[src/hdl/pft_pkg.sv]
// Package with register map, field layout and reset values of the power/fault/trace slice.
package pft_pkg;
  localparam logic [11:0] PFT_SRAM_PWR_DIS_OFS = 12'h144;
  localparam logic [11:0] PFT_FLASH_PWR_DIS_OFS = 12'h148;
  localparam logic [11:0] PFT_INSTR_FAULT_ADDR_OFS = 12'h1C0;
  localparam logic [11:0] PFT_DATA_FAULT_ADDR_OFS = 12'h1C4;
  localparam logic [11:0] PFT_SYS_FAULT_ADDR_OFS = 12'h1C8;
  localparam logic [11:0] PFT_FAULT_FLAGS_OFS = 12'h1CC;
  localparam logic [11:0] PFT_CAPTURE_EN_OFS = 12'h1D0;
  localparam logic [11:0] PFT_TRACE_CTRL_OFS = 12'h250;
  localparam logic [11:0] PFT_IRQ_MASK_OFS = 12'h260;
  localparam int PFT_SRAM_BANKS = 8;
  localparam int PFT_FLASH_BANKS = 2;
  localparam int PFT_FLAG_INSTR_BIT = 0;
  localparam int PFT_FLAG_DATA_BIT = 1;
  localparam int PFT_FLAG_SYS_BIT = 2;
  localparam int PFT_CAPTURE_EN_BIT = 0;
  localparam int PFT_TRACE_EN_BIT = 0;
  localparam int PFT_TRACE_SEL_LSB = 8;
  localparam int PFT_TRACE_SEL_MSB = 9;
  localparam logic [31:0] PFT_RESET_VALUE = 32'h0000_0000;
  typedef enum logic [1:0] {
    PFT_TRACE_OFF = 2'h0,
    PFT_TRACE_6MHZ = 2'h1,
    PFT_TRACE_3MHZ = 2'h2,
    PFT_TRACE_1M5HZ = 2'h3
  } pft_trace_sel_t;
endpackage

[src/hdl/pft_fault_capture.sv]
// One bus fault monitor: a sticky detected flag and its held address.
`timescale 1ns/1ns
`default_nettype none
module pft_fault_capture (
  input wire logic sys_clk_i,
  input wire logic nrst_i,
  input wire logic capture_en_i,
  input wire logic fault_i,
  input wire logic [31:0] addr_i,
  input wire logic clear_i,
  output logic flag_o,
  output logic [31:0] addr_o
);
  logic next_flag;
  logic [31:0] next_addr;
  logic take;

  always_comb begin
    take = capture_en_i && fault_i && !flag_o;
    next_flag = flag_o;
    next_addr = addr_o;
    if (clear_i) begin
      next_flag = 1'b0;
    end
    // A fault in the clearing cycle is kept only if the flag was already clear; a set flag blocks the capture, so it is lost.
    if (take) begin
      next_flag = 1'b1;
      next_addr = addr_i;
    end
  end

  always_ff @(posedge sys_clk_i or negedge nrst_i) begin
    if (!nrst_i) begin
      flag_o <= 1'b0;
      addr_o <= 32'h0000_0000;
    end else begin
      flag_o <= next_flag;
      addr_o <= next_addr;
    end
  end
endmodule
`default_nettype wire

[src/hdl/pft_ctrl.sv]
// APB register slice for memory bank power, bus fault capture and trace port control.
`timescale 1ns/1ns
`default_nettype none
// Overview of operation
// - Eight SRAM power-disable bits 7:0 remove bank power, and access to a removed bank faults.
// - Two flash power-disable bits 1:0 remove instance power, and access to it faults.
// - A fault captures the 32-bit instruction fetch bus address into a read-only register.
// - A fault captures the 32-bit data fetch bus address into its own read-only register.
// - A fault captures the 32-bit system bus address into a third read-only register.
// - A captured address is held until its detected flag is cleared.
// - Flag bit 2 marks a system fault, bit 1 a data fault and bit 0 an instruction fault.
// - Any write to the flag register clears all three flags together.
// - Capture enable bit 0 turns the fault monitors on when one.
// - Trace clock select 9:8 picks off, 6 MHz, 3 MHz or 1.5 MHz.
// - Trace enable bit 0 turns the trace port and its serial wire output on.
module pft_ctrl
  import pft_pkg::*;
#(
  parameter int SRAM_BANKS = PFT_SRAM_BANKS,
  parameter int FLASH_BANKS = PFT_FLASH_BANKS
) (
  input wire logic sys_clk_i,
  input wire logic nrst_i,
  input wire logic psel_i,
  input wire logic penable_i,
  input wire logic pwrite_i,
  input wire logic [11:0] paddr_i,
  input wire logic [31:0] pwdata_i,
  output logic [31:0] prdata_o,
  output logic pready_o,
  output logic pslverr_o,
  input wire logic [SRAM_BANKS-1:0] sram_access_i,
  input wire logic [FLASH_BANKS-1:0] flash_access_i,
  input wire logic instr_fault_i,
  input wire logic [31:0] instr_addr_i,
  input wire logic data_fault_i,
  input wire logic [31:0] data_addr_i,
  input wire logic sys_fault_i,
  input wire logic [31:0] sys_addr_i,
  output logic [SRAM_BANKS-1:0] sram_bank_power_disable_o,
  output logic [FLASH_BANKS-1:0] flash_bank_power_disable_o,
  output logic hard_fault_o,
  output logic trace_enable_o,
  output logic [1:0] trace_clock_select_o,
  output logic trace_clk_en_o,
  output logic irq_o
);
  // Trace strobe divisors from the 50 MHz clock: about 6, 3 and 1.5 MHz.
  localparam logic [5:0] DIV_6MHZ = 6'd8;
  localparam logic [5:0] DIV_3MHZ = 6'd16;
  localparam logic [5:0] DIV_1M5HZ = 6'd33;

  logic [SRAM_BANKS-1:0] sram_dis, next_sram_dis;
  logic [FLASH_BANKS-1:0] flash_dis, next_flash_dis;
  logic capture_en, next_capture_en;
  logic trace_en, next_trace_en;
  logic [1:0] trace_sel, next_trace_sel;
  logic [2:0] irq_mask, next_irq_mask;
  logic [31:0] next_prdata;
  logic next_pready, next_pslverr;
  logic next_hard_fault, next_irq;
  logic [5:0] div_cnt, next_div_cnt, div_top;
  logic next_trace_clk_en;
  logic wr_access, rd_access, flags_clear;
  logic [2:0] flags;
  logic [31:0] instr_held, data_held, sys_held;

  assign wr_access = psel_i && penable_i && pwrite_i && pready_o;
  assign rd_access = psel_i && !penable_i && !pwrite_i;
  assign flags_clear = wr_access && (paddr_i == PFT_FAULT_FLAGS_OFS);

  pft_fault_capture u_instr (
    .sys_clk_i(sys_clk_i),
    .nrst_i(nrst_i),
    .capture_en_i(capture_en),
    .fault_i(instr_fault_i),
    .addr_i(instr_addr_i),
    .clear_i(flags_clear),
    .flag_o(flags[PFT_FLAG_INSTR_BIT]),
    .addr_o(instr_held)
  );

  pft_fault_capture u_data (
    .sys_clk_i(sys_clk_i),
    .nrst_i(nrst_i),
    .capture_en_i(capture_en),
    .fault_i(data_fault_i),
    .addr_i(data_addr_i),
    .clear_i(flags_clear),
    .flag_o(flags[PFT_FLAG_DATA_BIT]),
    .addr_o(data_held)
  );

  pft_fault_capture u_sys (
    .sys_clk_i(sys_clk_i),
    .nrst_i(nrst_i),
    .capture_en_i(capture_en),
    .fault_i(sys_fault_i),
    .addr_i(sys_addr_i),
    .clear_i(flags_clear),
    .flag_o(flags[PFT_FLAG_SYS_BIT]),
    .addr_o(sys_held)
  );

  // Register writes; only the documented field bits are stored.
  always_comb begin
    next_sram_dis = sram_dis;
    next_flash_dis = flash_dis;
    next_capture_en = capture_en;
    next_trace_en = trace_en;
    next_trace_sel = trace_sel;
    next_irq_mask = irq_mask;
    if (wr_access) begin
      if (paddr_i == PFT_SRAM_PWR_DIS_OFS) begin
        next_sram_dis = pwdata_i[SRAM_BANKS-1:0];
      end else if (paddr_i == PFT_FLASH_PWR_DIS_OFS) begin
        next_flash_dis = pwdata_i[FLASH_BANKS-1:0];
      end else if (paddr_i == PFT_CAPTURE_EN_OFS) begin
        next_capture_en = pwdata_i[PFT_CAPTURE_EN_BIT];
      end else if (paddr_i == PFT_TRACE_CTRL_OFS) begin
        next_trace_en = pwdata_i[PFT_TRACE_EN_BIT];
        next_trace_sel = pwdata_i[PFT_TRACE_SEL_MSB:PFT_TRACE_SEL_LSB];
      end else if (paddr_i == PFT_IRQ_MASK_OFS) begin
        next_irq_mask = pwdata_i[2:0];
      end
    end
  end

  // Read data is registered in the setup cycle so pready can rise at once.
  always_comb begin
    next_prdata = prdata_o;
    next_pslverr = 1'b0;
    next_pready = psel_i && !penable_i;
    if (rd_access) begin
      next_prdata = PFT_RESET_VALUE;
      if (paddr_i == PFT_SRAM_PWR_DIS_OFS) begin
        next_prdata[SRAM_BANKS-1:0] = sram_dis;
      end else if (paddr_i == PFT_FLASH_PWR_DIS_OFS) begin
        next_prdata[FLASH_BANKS-1:0] = flash_dis;
      end else if (paddr_i == PFT_INSTR_FAULT_ADDR_OFS) begin
        next_prdata = instr_held;
      end else if (paddr_i == PFT_DATA_FAULT_ADDR_OFS) begin
        next_prdata = data_held;
      end else if (paddr_i == PFT_SYS_FAULT_ADDR_OFS) begin
        next_prdata = sys_held;
      end else if (paddr_i == PFT_FAULT_FLAGS_OFS) begin
        next_prdata[2:0] = flags;
      end else if (paddr_i == PFT_CAPTURE_EN_OFS) begin
        next_prdata[PFT_CAPTURE_EN_BIT] = capture_en;
      end else if (paddr_i == PFT_TRACE_CTRL_OFS) begin
        next_prdata[PFT_TRACE_EN_BIT] = trace_en;
        next_prdata[PFT_TRACE_SEL_MSB:PFT_TRACE_SEL_LSB] = trace_sel;
      end else if (paddr_i == PFT_IRQ_MASK_OFS) begin
        next_prdata[2:0] = irq_mask;
      end else begin
        next_pslverr = 1'b1;
      end
    end else if (psel_i && !penable_i) begin
      // Writes to unmapped words are flagged as errors too.
      next_pslverr = !((paddr_i == PFT_SRAM_PWR_DIS_OFS) ||
                       (paddr_i == PFT_FLASH_PWR_DIS_OFS) ||
                       (paddr_i == PFT_INSTR_FAULT_ADDR_OFS) ||
                       (paddr_i == PFT_DATA_FAULT_ADDR_OFS) ||
                       (paddr_i == PFT_SYS_FAULT_ADDR_OFS) ||
                       (paddr_i == PFT_FAULT_FLAGS_OFS) ||
                       (paddr_i == PFT_CAPTURE_EN_OFS) ||
                       (paddr_i == PFT_TRACE_CTRL_OFS) ||
                       (paddr_i == PFT_IRQ_MASK_OFS));
    end
  end

  // Hard fault for any access to a powered-down bank, and the masked interrupt level.
  always_comb begin
    next_hard_fault = |(sram_access_i & sram_dis) | |(flash_access_i & flash_dis);
    // The level follows the held flags, so it trails a new fault by two cycles, one after its flag.
    next_irq = |(flags & irq_mask);
  end

  // Trace strobe divider; it stops in the off encoding to save power.
  always_comb begin
    case (pft_trace_sel_t'(trace_sel))
      PFT_TRACE_6MHZ: div_top = DIV_6MHZ;
      PFT_TRACE_3MHZ: div_top = DIV_3MHZ;
      PFT_TRACE_1M5HZ: div_top = DIV_1M5HZ;
      default: div_top = 6'd0;
    endcase
    next_div_cnt = 6'd0;
    next_trace_clk_en = 1'b0;
    if (trace_en && (div_top != 6'd0)) begin
      if (div_cnt >= div_top - 6'd1) begin
        next_trace_clk_en = 1'b1;
      end else begin
        next_div_cnt = div_cnt + 6'd1;
      end
    end
  end

  always_ff @(posedge sys_clk_i or negedge nrst_i) begin
    if (!nrst_i) begin
      sram_dis <= '0;
      flash_dis <= '0;
      capture_en <= 1'b0;
      trace_en <= 1'b0;
      trace_sel <= 2'h0;
      irq_mask <= 3'h0;
      prdata_o <= 32'h0000_0000;
      pready_o <= 1'b0;
      pslverr_o <= 1'b0;
      hard_fault_o <= 1'b0;
      irq_o <= 1'b0;
      div_cnt <= 6'h00;
      trace_clk_en_o <= 1'b0;
    end else begin
      sram_dis <= next_sram_dis;
      flash_dis <= next_flash_dis;
      capture_en <= next_capture_en;
      trace_en <= next_trace_en;
      trace_sel <= next_trace_sel;
      irq_mask <= next_irq_mask;
      prdata_o <= next_prdata;
      pready_o <= next_pready;
      pslverr_o <= next_pslverr;
      hard_fault_o <= next_hard_fault;
      irq_o <= next_irq;
      div_cnt <= next_div_cnt;
      trace_clk_en_o <= next_trace_clk_en;
    end
  end

  // Copies of control fields used by the memories and the trace port.
  always_ff @(posedge sys_clk_i or negedge nrst_i) begin
    if (!nrst_i) begin
      sram_bank_power_disable_o <= '0;
      flash_bank_power_disable_o <= '0;
      trace_enable_o <= 1'b0;
      trace_clock_select_o <= 2'h0;
    end else begin
      sram_bank_power_disable_o <= next_sram_dis;
      flash_bank_power_disable_o <= next_flash_dis;
      trace_enable_o <= next_trace_en;
      trace_clock_select_o <= next_trace_sel;
    end
  end
endmodule
`default_nettype wire

[config.mk]
export PLATFORM = sky130hd
export DESIGN_NAME = pft_ctrl
export DESIGN_NICKNAME = d
export VERILOG_FILES = /design/src/hdl/pft_pkg.sv /design/src/hdl/pft_fault_capture.sv /design/src/hdl/pft_ctrl.sv
export SDC_FILE = /design/constraint.sdc
export NUM_CORES = 1
export LEC_CHECK = 0
export BUFFER_PORTS_ARGS = -buffer_cell sky130_fd_sc_hd__clkbuf_2
export CAP_MARGIN = 10
export CORE_MARGIN = 5
export CORE_UTILIZATION = 45
export DETAILED_ROUTE_END_ITERATION = 10
export PLACE_DENSITY = 0.77
export SETUP_SLACK_MARGIN = 0.05
export SYNTH_ARGS = -nofsm -noshare
export SYNTH_HDL_FRONTEND = slang
export SYNTH_SLANG_ARGS = --single-unit
[constraint.sdc]
create_clock -name sys_clk_i -period 2.5 [get_ports sys_clk_i]
set_input_delay 0.125 -clock sys_clk_i [delete_from_list [all_inputs] [get_ports sys_clk_i]]
set_output_delay 0.125 -clock sys_clk_i [all_outputs]
set_load 0.005 [all_outputs]
; Yosys cells after proc, flatten, opt, wreduce, memory -nomap -nowiden
; Index checks and enable logic that the tools add are counted.
[word_totals]
wordCells = 120
ff_bits = 159
[classes]
bitwise_logic = 8
mux = 39
n_eq_ne = 12
reduce_logical = 39
n_addsub = 2
magnitude_cmp = 1
[ops]
columns = operator, n
row1 = "equality test 12 x 9 -> 1 bit, second input constant", 7
row2 = two-way mux 32 bit, 2
row3 = two-way mux 30 bit, 1
row4 = "equality test 12 x 10 -> 1 bit, second input constant", 2
row5 = two-way mux 24 bit, 1
row6 = two-way mux 22 bit, 1
row7 = two-way mux 1 bit, 19
row8 = case mux 6 bit (3 select lines), 1
row9 = two-way mux 2 bit, 7
row10 = logical AND 1 bit, 13
row11 = two-way mux 6 bit, 2
row12 = two-way mux 3 bit, 3
row13 = bitwise AND 8 bit, 1
row14 = logical OR 1 bit, 8
row15 = two-way mux 8 bit, 1
row16 = OR reduction 8 bit, 1
row17 = "adder 6 x 1 -> 6 bit, second input constant", 1
row18 = greater-or-equal comparator 6 bit, 1
row19 = logical NOT 1 bit, 6
row20 = AND reduction 6 bit, 1
row21 = nonzero test 2 bit, 3
row22 = nonzero test 6 bit, 1
row23 = "subtractor 6 x 1 -> 6 bit, second input constant", 1
row24 = two-way mux 5 bit, 1
row25 = other kinds (12), 16

; Logic depth before layout (Yosys ltp)
[depth]
ltp_word = 12
mapped_depth = 9

; Modules after synthesis
; Synthesis repeated with hierarchy kept, for this count alone.
[unflattened]
hier_cells = 566
hier_area_um2 = 7499.7
[modules_own_cells]
columns = module, instances, cells_each, area_per_inst_um2
row1 = pft_fault_capture, 3, 71, 1357.6
row2 = pft_ctrl, 1, 353, 3427.0

; Worst setup path before layout
; Ideal clock, no wire load.
[synth_path]
path_kind = flip-flop to flip-flop
startpoint = register, netlist name trace_clock_select_o[0]
endpoint = register trace_clk_en_o
n_path_buf = 0
setup_slack_ns = 0.458
arrival_time_ns = 1.923
required_time_ns = 2.381
stages_incl_launch_ff = 10
setup_time_ns = 0.119
path_cell_list = dfrtp_1 > ha_1 > inv_1 > ha_1 > nand2b_1 > a21o_1 > a21o_1 > a211oi_1 > nor2_1 > o21ba_2
[synth_lines]
columns = item, line_no
row1 = "end signal, assigned", pft_ctrl.sv:226  ; trace_clk_en_o <= next_trace_clk_en;
row2 = "end, declared", pft_ctrl.sv:45  ; output logic trace_clk_en_o,

==> summary.txt <==
Outcome
  – Outcome: finished clean

Timing
  – Max frequency: 449.8 MHz
  – Setup violators final: 0
  – Tmin final: 2.223 ns
  – Clock skew: 0.01004 ns
  – Final Hold Fails: 0
  – Worst Tran Pin Value: 0.9359 ns
  – Post-route setup slack: 0.2768 ns
  – RSZ-0062 raised after global routing: false
  – Slew Limit Fails: 0
  – Rel. slew slack: 37.60%
  – Setup_tns: 0 ns
  – Period utilization: 88.93%

Floorplanning
  – Initial Util: 45.33%
  – Chip height: 135.8 um
  – Rows: 46
  – Core ar.: 15710 um^2
  – Chip width: 135.8 um
  – Die area: 18440 um^2
  – Ports: 208

Setup path
  – R2r startpoint: trace_clock_select_o[0]$_DFFE_PN0P_
  – CP endpoint kind: flip-flop
  – Max stage delay cell, worst path: dfrtp_1
  – Crit-path max cell delay: 0.44 ns
  – Worst reg2reg path depth: 9
  – Reg2reg setup slack: 0.28 ns
  – Critical Path Sink: div_cnt[5]$_DFF_PN0_
  – Critical path origin: trace_clock_select_o[0]$_DFFE_PN0P_
  – FF-to-FF End: div_cnt[5]$_DFF_PN0_
  – Crit path kind: flip-flop to flip-flop
  – Worst Path Max Fanout: 6
  – Req. time, crit path: 2.85 ns
  – CP Cell Sequence: ha_1, inv_1, ha_1, nand2b_1, a21o_1, a21o_1, a211oi_1, o21ai_1, nor2_1
  – CP Data Arrival Time: 2.57 ns
  – Worst setup SP type: flip-flop

Clock tree
  – Num CTS Buffers: 17
  – Post-CTS setup buffers: 0
  – Quantity of hold-fixing buffers added after cts: 110
  – Worst-skew pair later-pin latency: 0.42 ns
  – CTS H-tree depth: 4
  – CTS tree: built
  – CTS clk-pin slew, worst paths: 0.06 ns
  – Clock Sinks: 159
  – Post-cts resize count: 0
  – Clock root cell: clkbuf_16
  – Clk buf depth: 2

Place
  – Placed cells: 956
  – Worst slack, placed: 0.2554 ns
  – Post-DP HPWL: 13.22 mm
  – GP Congestion: 0.8865
  – I/O Buffers: 185

Cells and area
  – Share of cells above drive strength 1: 40.82%
  – Multi-input gate area: 2965 um^2
  – Most common cell after layout, fill and taps aside: clkbuf_2
  – Ant diodes: 0
  – Area Overhead vs Synth: 41.09%
  – Fin cells: 1098
  – Reg area: 3979 um^2
  – Most frequent cells in the layout: 184 x clkbuf_2, 159 x dfrtp_1, 113 x mux2_2
  – Layout net count: 1038
  – Fillers: 1175

Routing
  – DRC viols: 0
  – Via count: 5884
  – Top sig layer: met4
  – TritonRoute pass-1 iters: 6
  – Met2 routed WL: 10.56 mm
  – Detailed-route wire length per cell: 19.15 um
  – Drt first-iter violations: 478
  – M1 WL: 8.332 mm
  – ANT nets after route: 0
  – Avg Vias per Cell: 5.359
  – Met3 WL: 1.755 mm
  – Final wirelength: 21.03 mm

Global route
  – Initial antenna violation count: 0
  – Vias in the first global route: 6250
  – First-pass GRT wire length: 33.20 mm
  – Global Route Usage Sum: 23.35%
  – Largest net degree at the start of global routing: 67
  – Gr ovfl total: 0

Synth
  – Cell taking the most area after synthesis: dfrtp_1
  – Syn Nets: 738
  – Most frequently used flop master after synthesis: dfrtp_1
  – Post-synthesis area per instance: 12.52 um^2
  – Share of the synthesized area in the top cell type: 55.87%
  – Async set-or-reset flop fraction in the synthesized netlist: 100.0%
  – Syn Std Cell Area: 7122 um^2
  – Synth area leaders: dfrtp_1 56%, mux2_2 18%, a22oi_1 5.0%, ha_1 1.9%, nand2_1 1.9%
  – Cells after Synth: 569
  – Seq cells post-synth: 159
  – Distinct cells, synth: 47
  – Post-synthesis sequential area ratio: 55.87%
  – EDFF count, synth: 0
  – Yosys warns: 0

Power and ir drop
  – Power per cell area: 558.9 nW/um^2
  – LEAKAGE: 0.005050 uW
  – Worst vdd ir: 0.0004618 V

Worst hold path
  – Hold Path Stages: 2
  – Worst Hold Class: input port to flip-flop

Job
  – Max-cap violations: 0
## per-layer routing
layer  GRT usage [%]  up-vias
li1                -     2688
met1           28.78     2870
met2           39.88      287
met3           7.244       39
met4           6.327        0
met5               0        -
## how the worst min path moves through the flow
stage                      startpoint                            end  slack [ns]
after floorplan                nrst_i         capture_en$_DFFE_PN0P_       -0.17
after global placement         nrst_i  u_data.addr_o[23]$_DFFE_PN0P_        0.14
after detailed placement       nrst_i  u_data.addr_o[29]$_DFFE_PN0P_        0.14
after CTS                 pwdata_i[0]     trace_enable_o$_DFFE_PN0P_        0.05
after global routing      pwdata_i[0]        irq_mask[0]$_DFFE_PN0P_        0.07
final                     pwdata_i[0]        irq_mask[0]$_DFFE_PN0P_        0.07
## sequential cells by signal, indices dropped and copies added, names as in the netlist, 2 cells and up
name,cells
prdata_o,32
div_cnt,6
u_instr.addr_o,32
u_data.addr_o,32
u_sys.addr_o,32
trace_clock_select_o,2
sram_bank_power_disable_o,8
flash_bank_power_disable_o,2
irq_mask,3
## Yosys cell counts, types with 3 or more instances
cell type and number:
a211oi_1 3, a21o_1 7, a21oi_1 9, a221oi_1 8, a22oi_1 47, buf_2 8
buf_4 3, clkbuf_1 18, dfrtp_1 159, ha_1 11, inv_1 17, mux2_2 113
nand2_1 36, nand2b_1 5, nand3_1 4, nand3b_1 4, nand4_1 5, nor2_1 20
nor2b_1 6, nor3_1 7, o21ai_0 18, o21ai_1 19, o22ai_1 5, xor2_1 3
## kinds of logic (layout without fill, tap and decap cells)
logic type               after synthesis  in the layout  synth area share (%)
flip-flops                           159            159                 55.87
AO/OA/AOI/OAI                        130            130                 12.54
multiplexers                         114            114                 18.01
AND/OR/NAND/NOR                      102            102                 8.205
buffers and inverters                 48            361                 2.828
adder cells (fa/ha/maj)               11             11                 1.933
XOR/XNOR                               5              5                0.6150
## critical path, delay by kind of cell, from the launching register on
| kind | cells | cell delay (ns) |
|---|---|---|
| AO/OA/AOI/OAI | 4 | 0.85 |
| adder cells (fa/ha/maj) | 2 | 0.52 |
| flip-flops | 1 | 0.44 |
| AND/OR/NAND/NOR | 2 | 0.28 |
| buffers and inverters | 1 | 0.06 |
## stage by stage
stage,area (um^2),hold WS [ns],utilization (%),power (uW)
2_1_floorplan,7122,-0.1706,-,2694
3_3_place_gp,8351,0.1389,53.15,2891
3_5_place_dp,8351,0.1394,53.15,2894
4_1_cts,10050,0.04966,63.95,5648
5_1_grt,10050,0.06577,63.95,5804
6_report,10050,0.07311,63.95,5616
## final cells by class
type                       instances  share of cell area, %
clock buffer                      17                  4.234
clock inverter                    15                  1.706
inverter                          17                 0.6350
multi-input combinational        362                  29.51
sequential                       159                  39.60
tap                              216                  2.690
timing repair buffer             312                  21.63
## where the power goes
group          switching, uW  internal [uW]
Sequential              3.18           2580
Combinational            189            217
Clock                   1130           1500
Note: power is estimated with default switching activity, not from simulation.
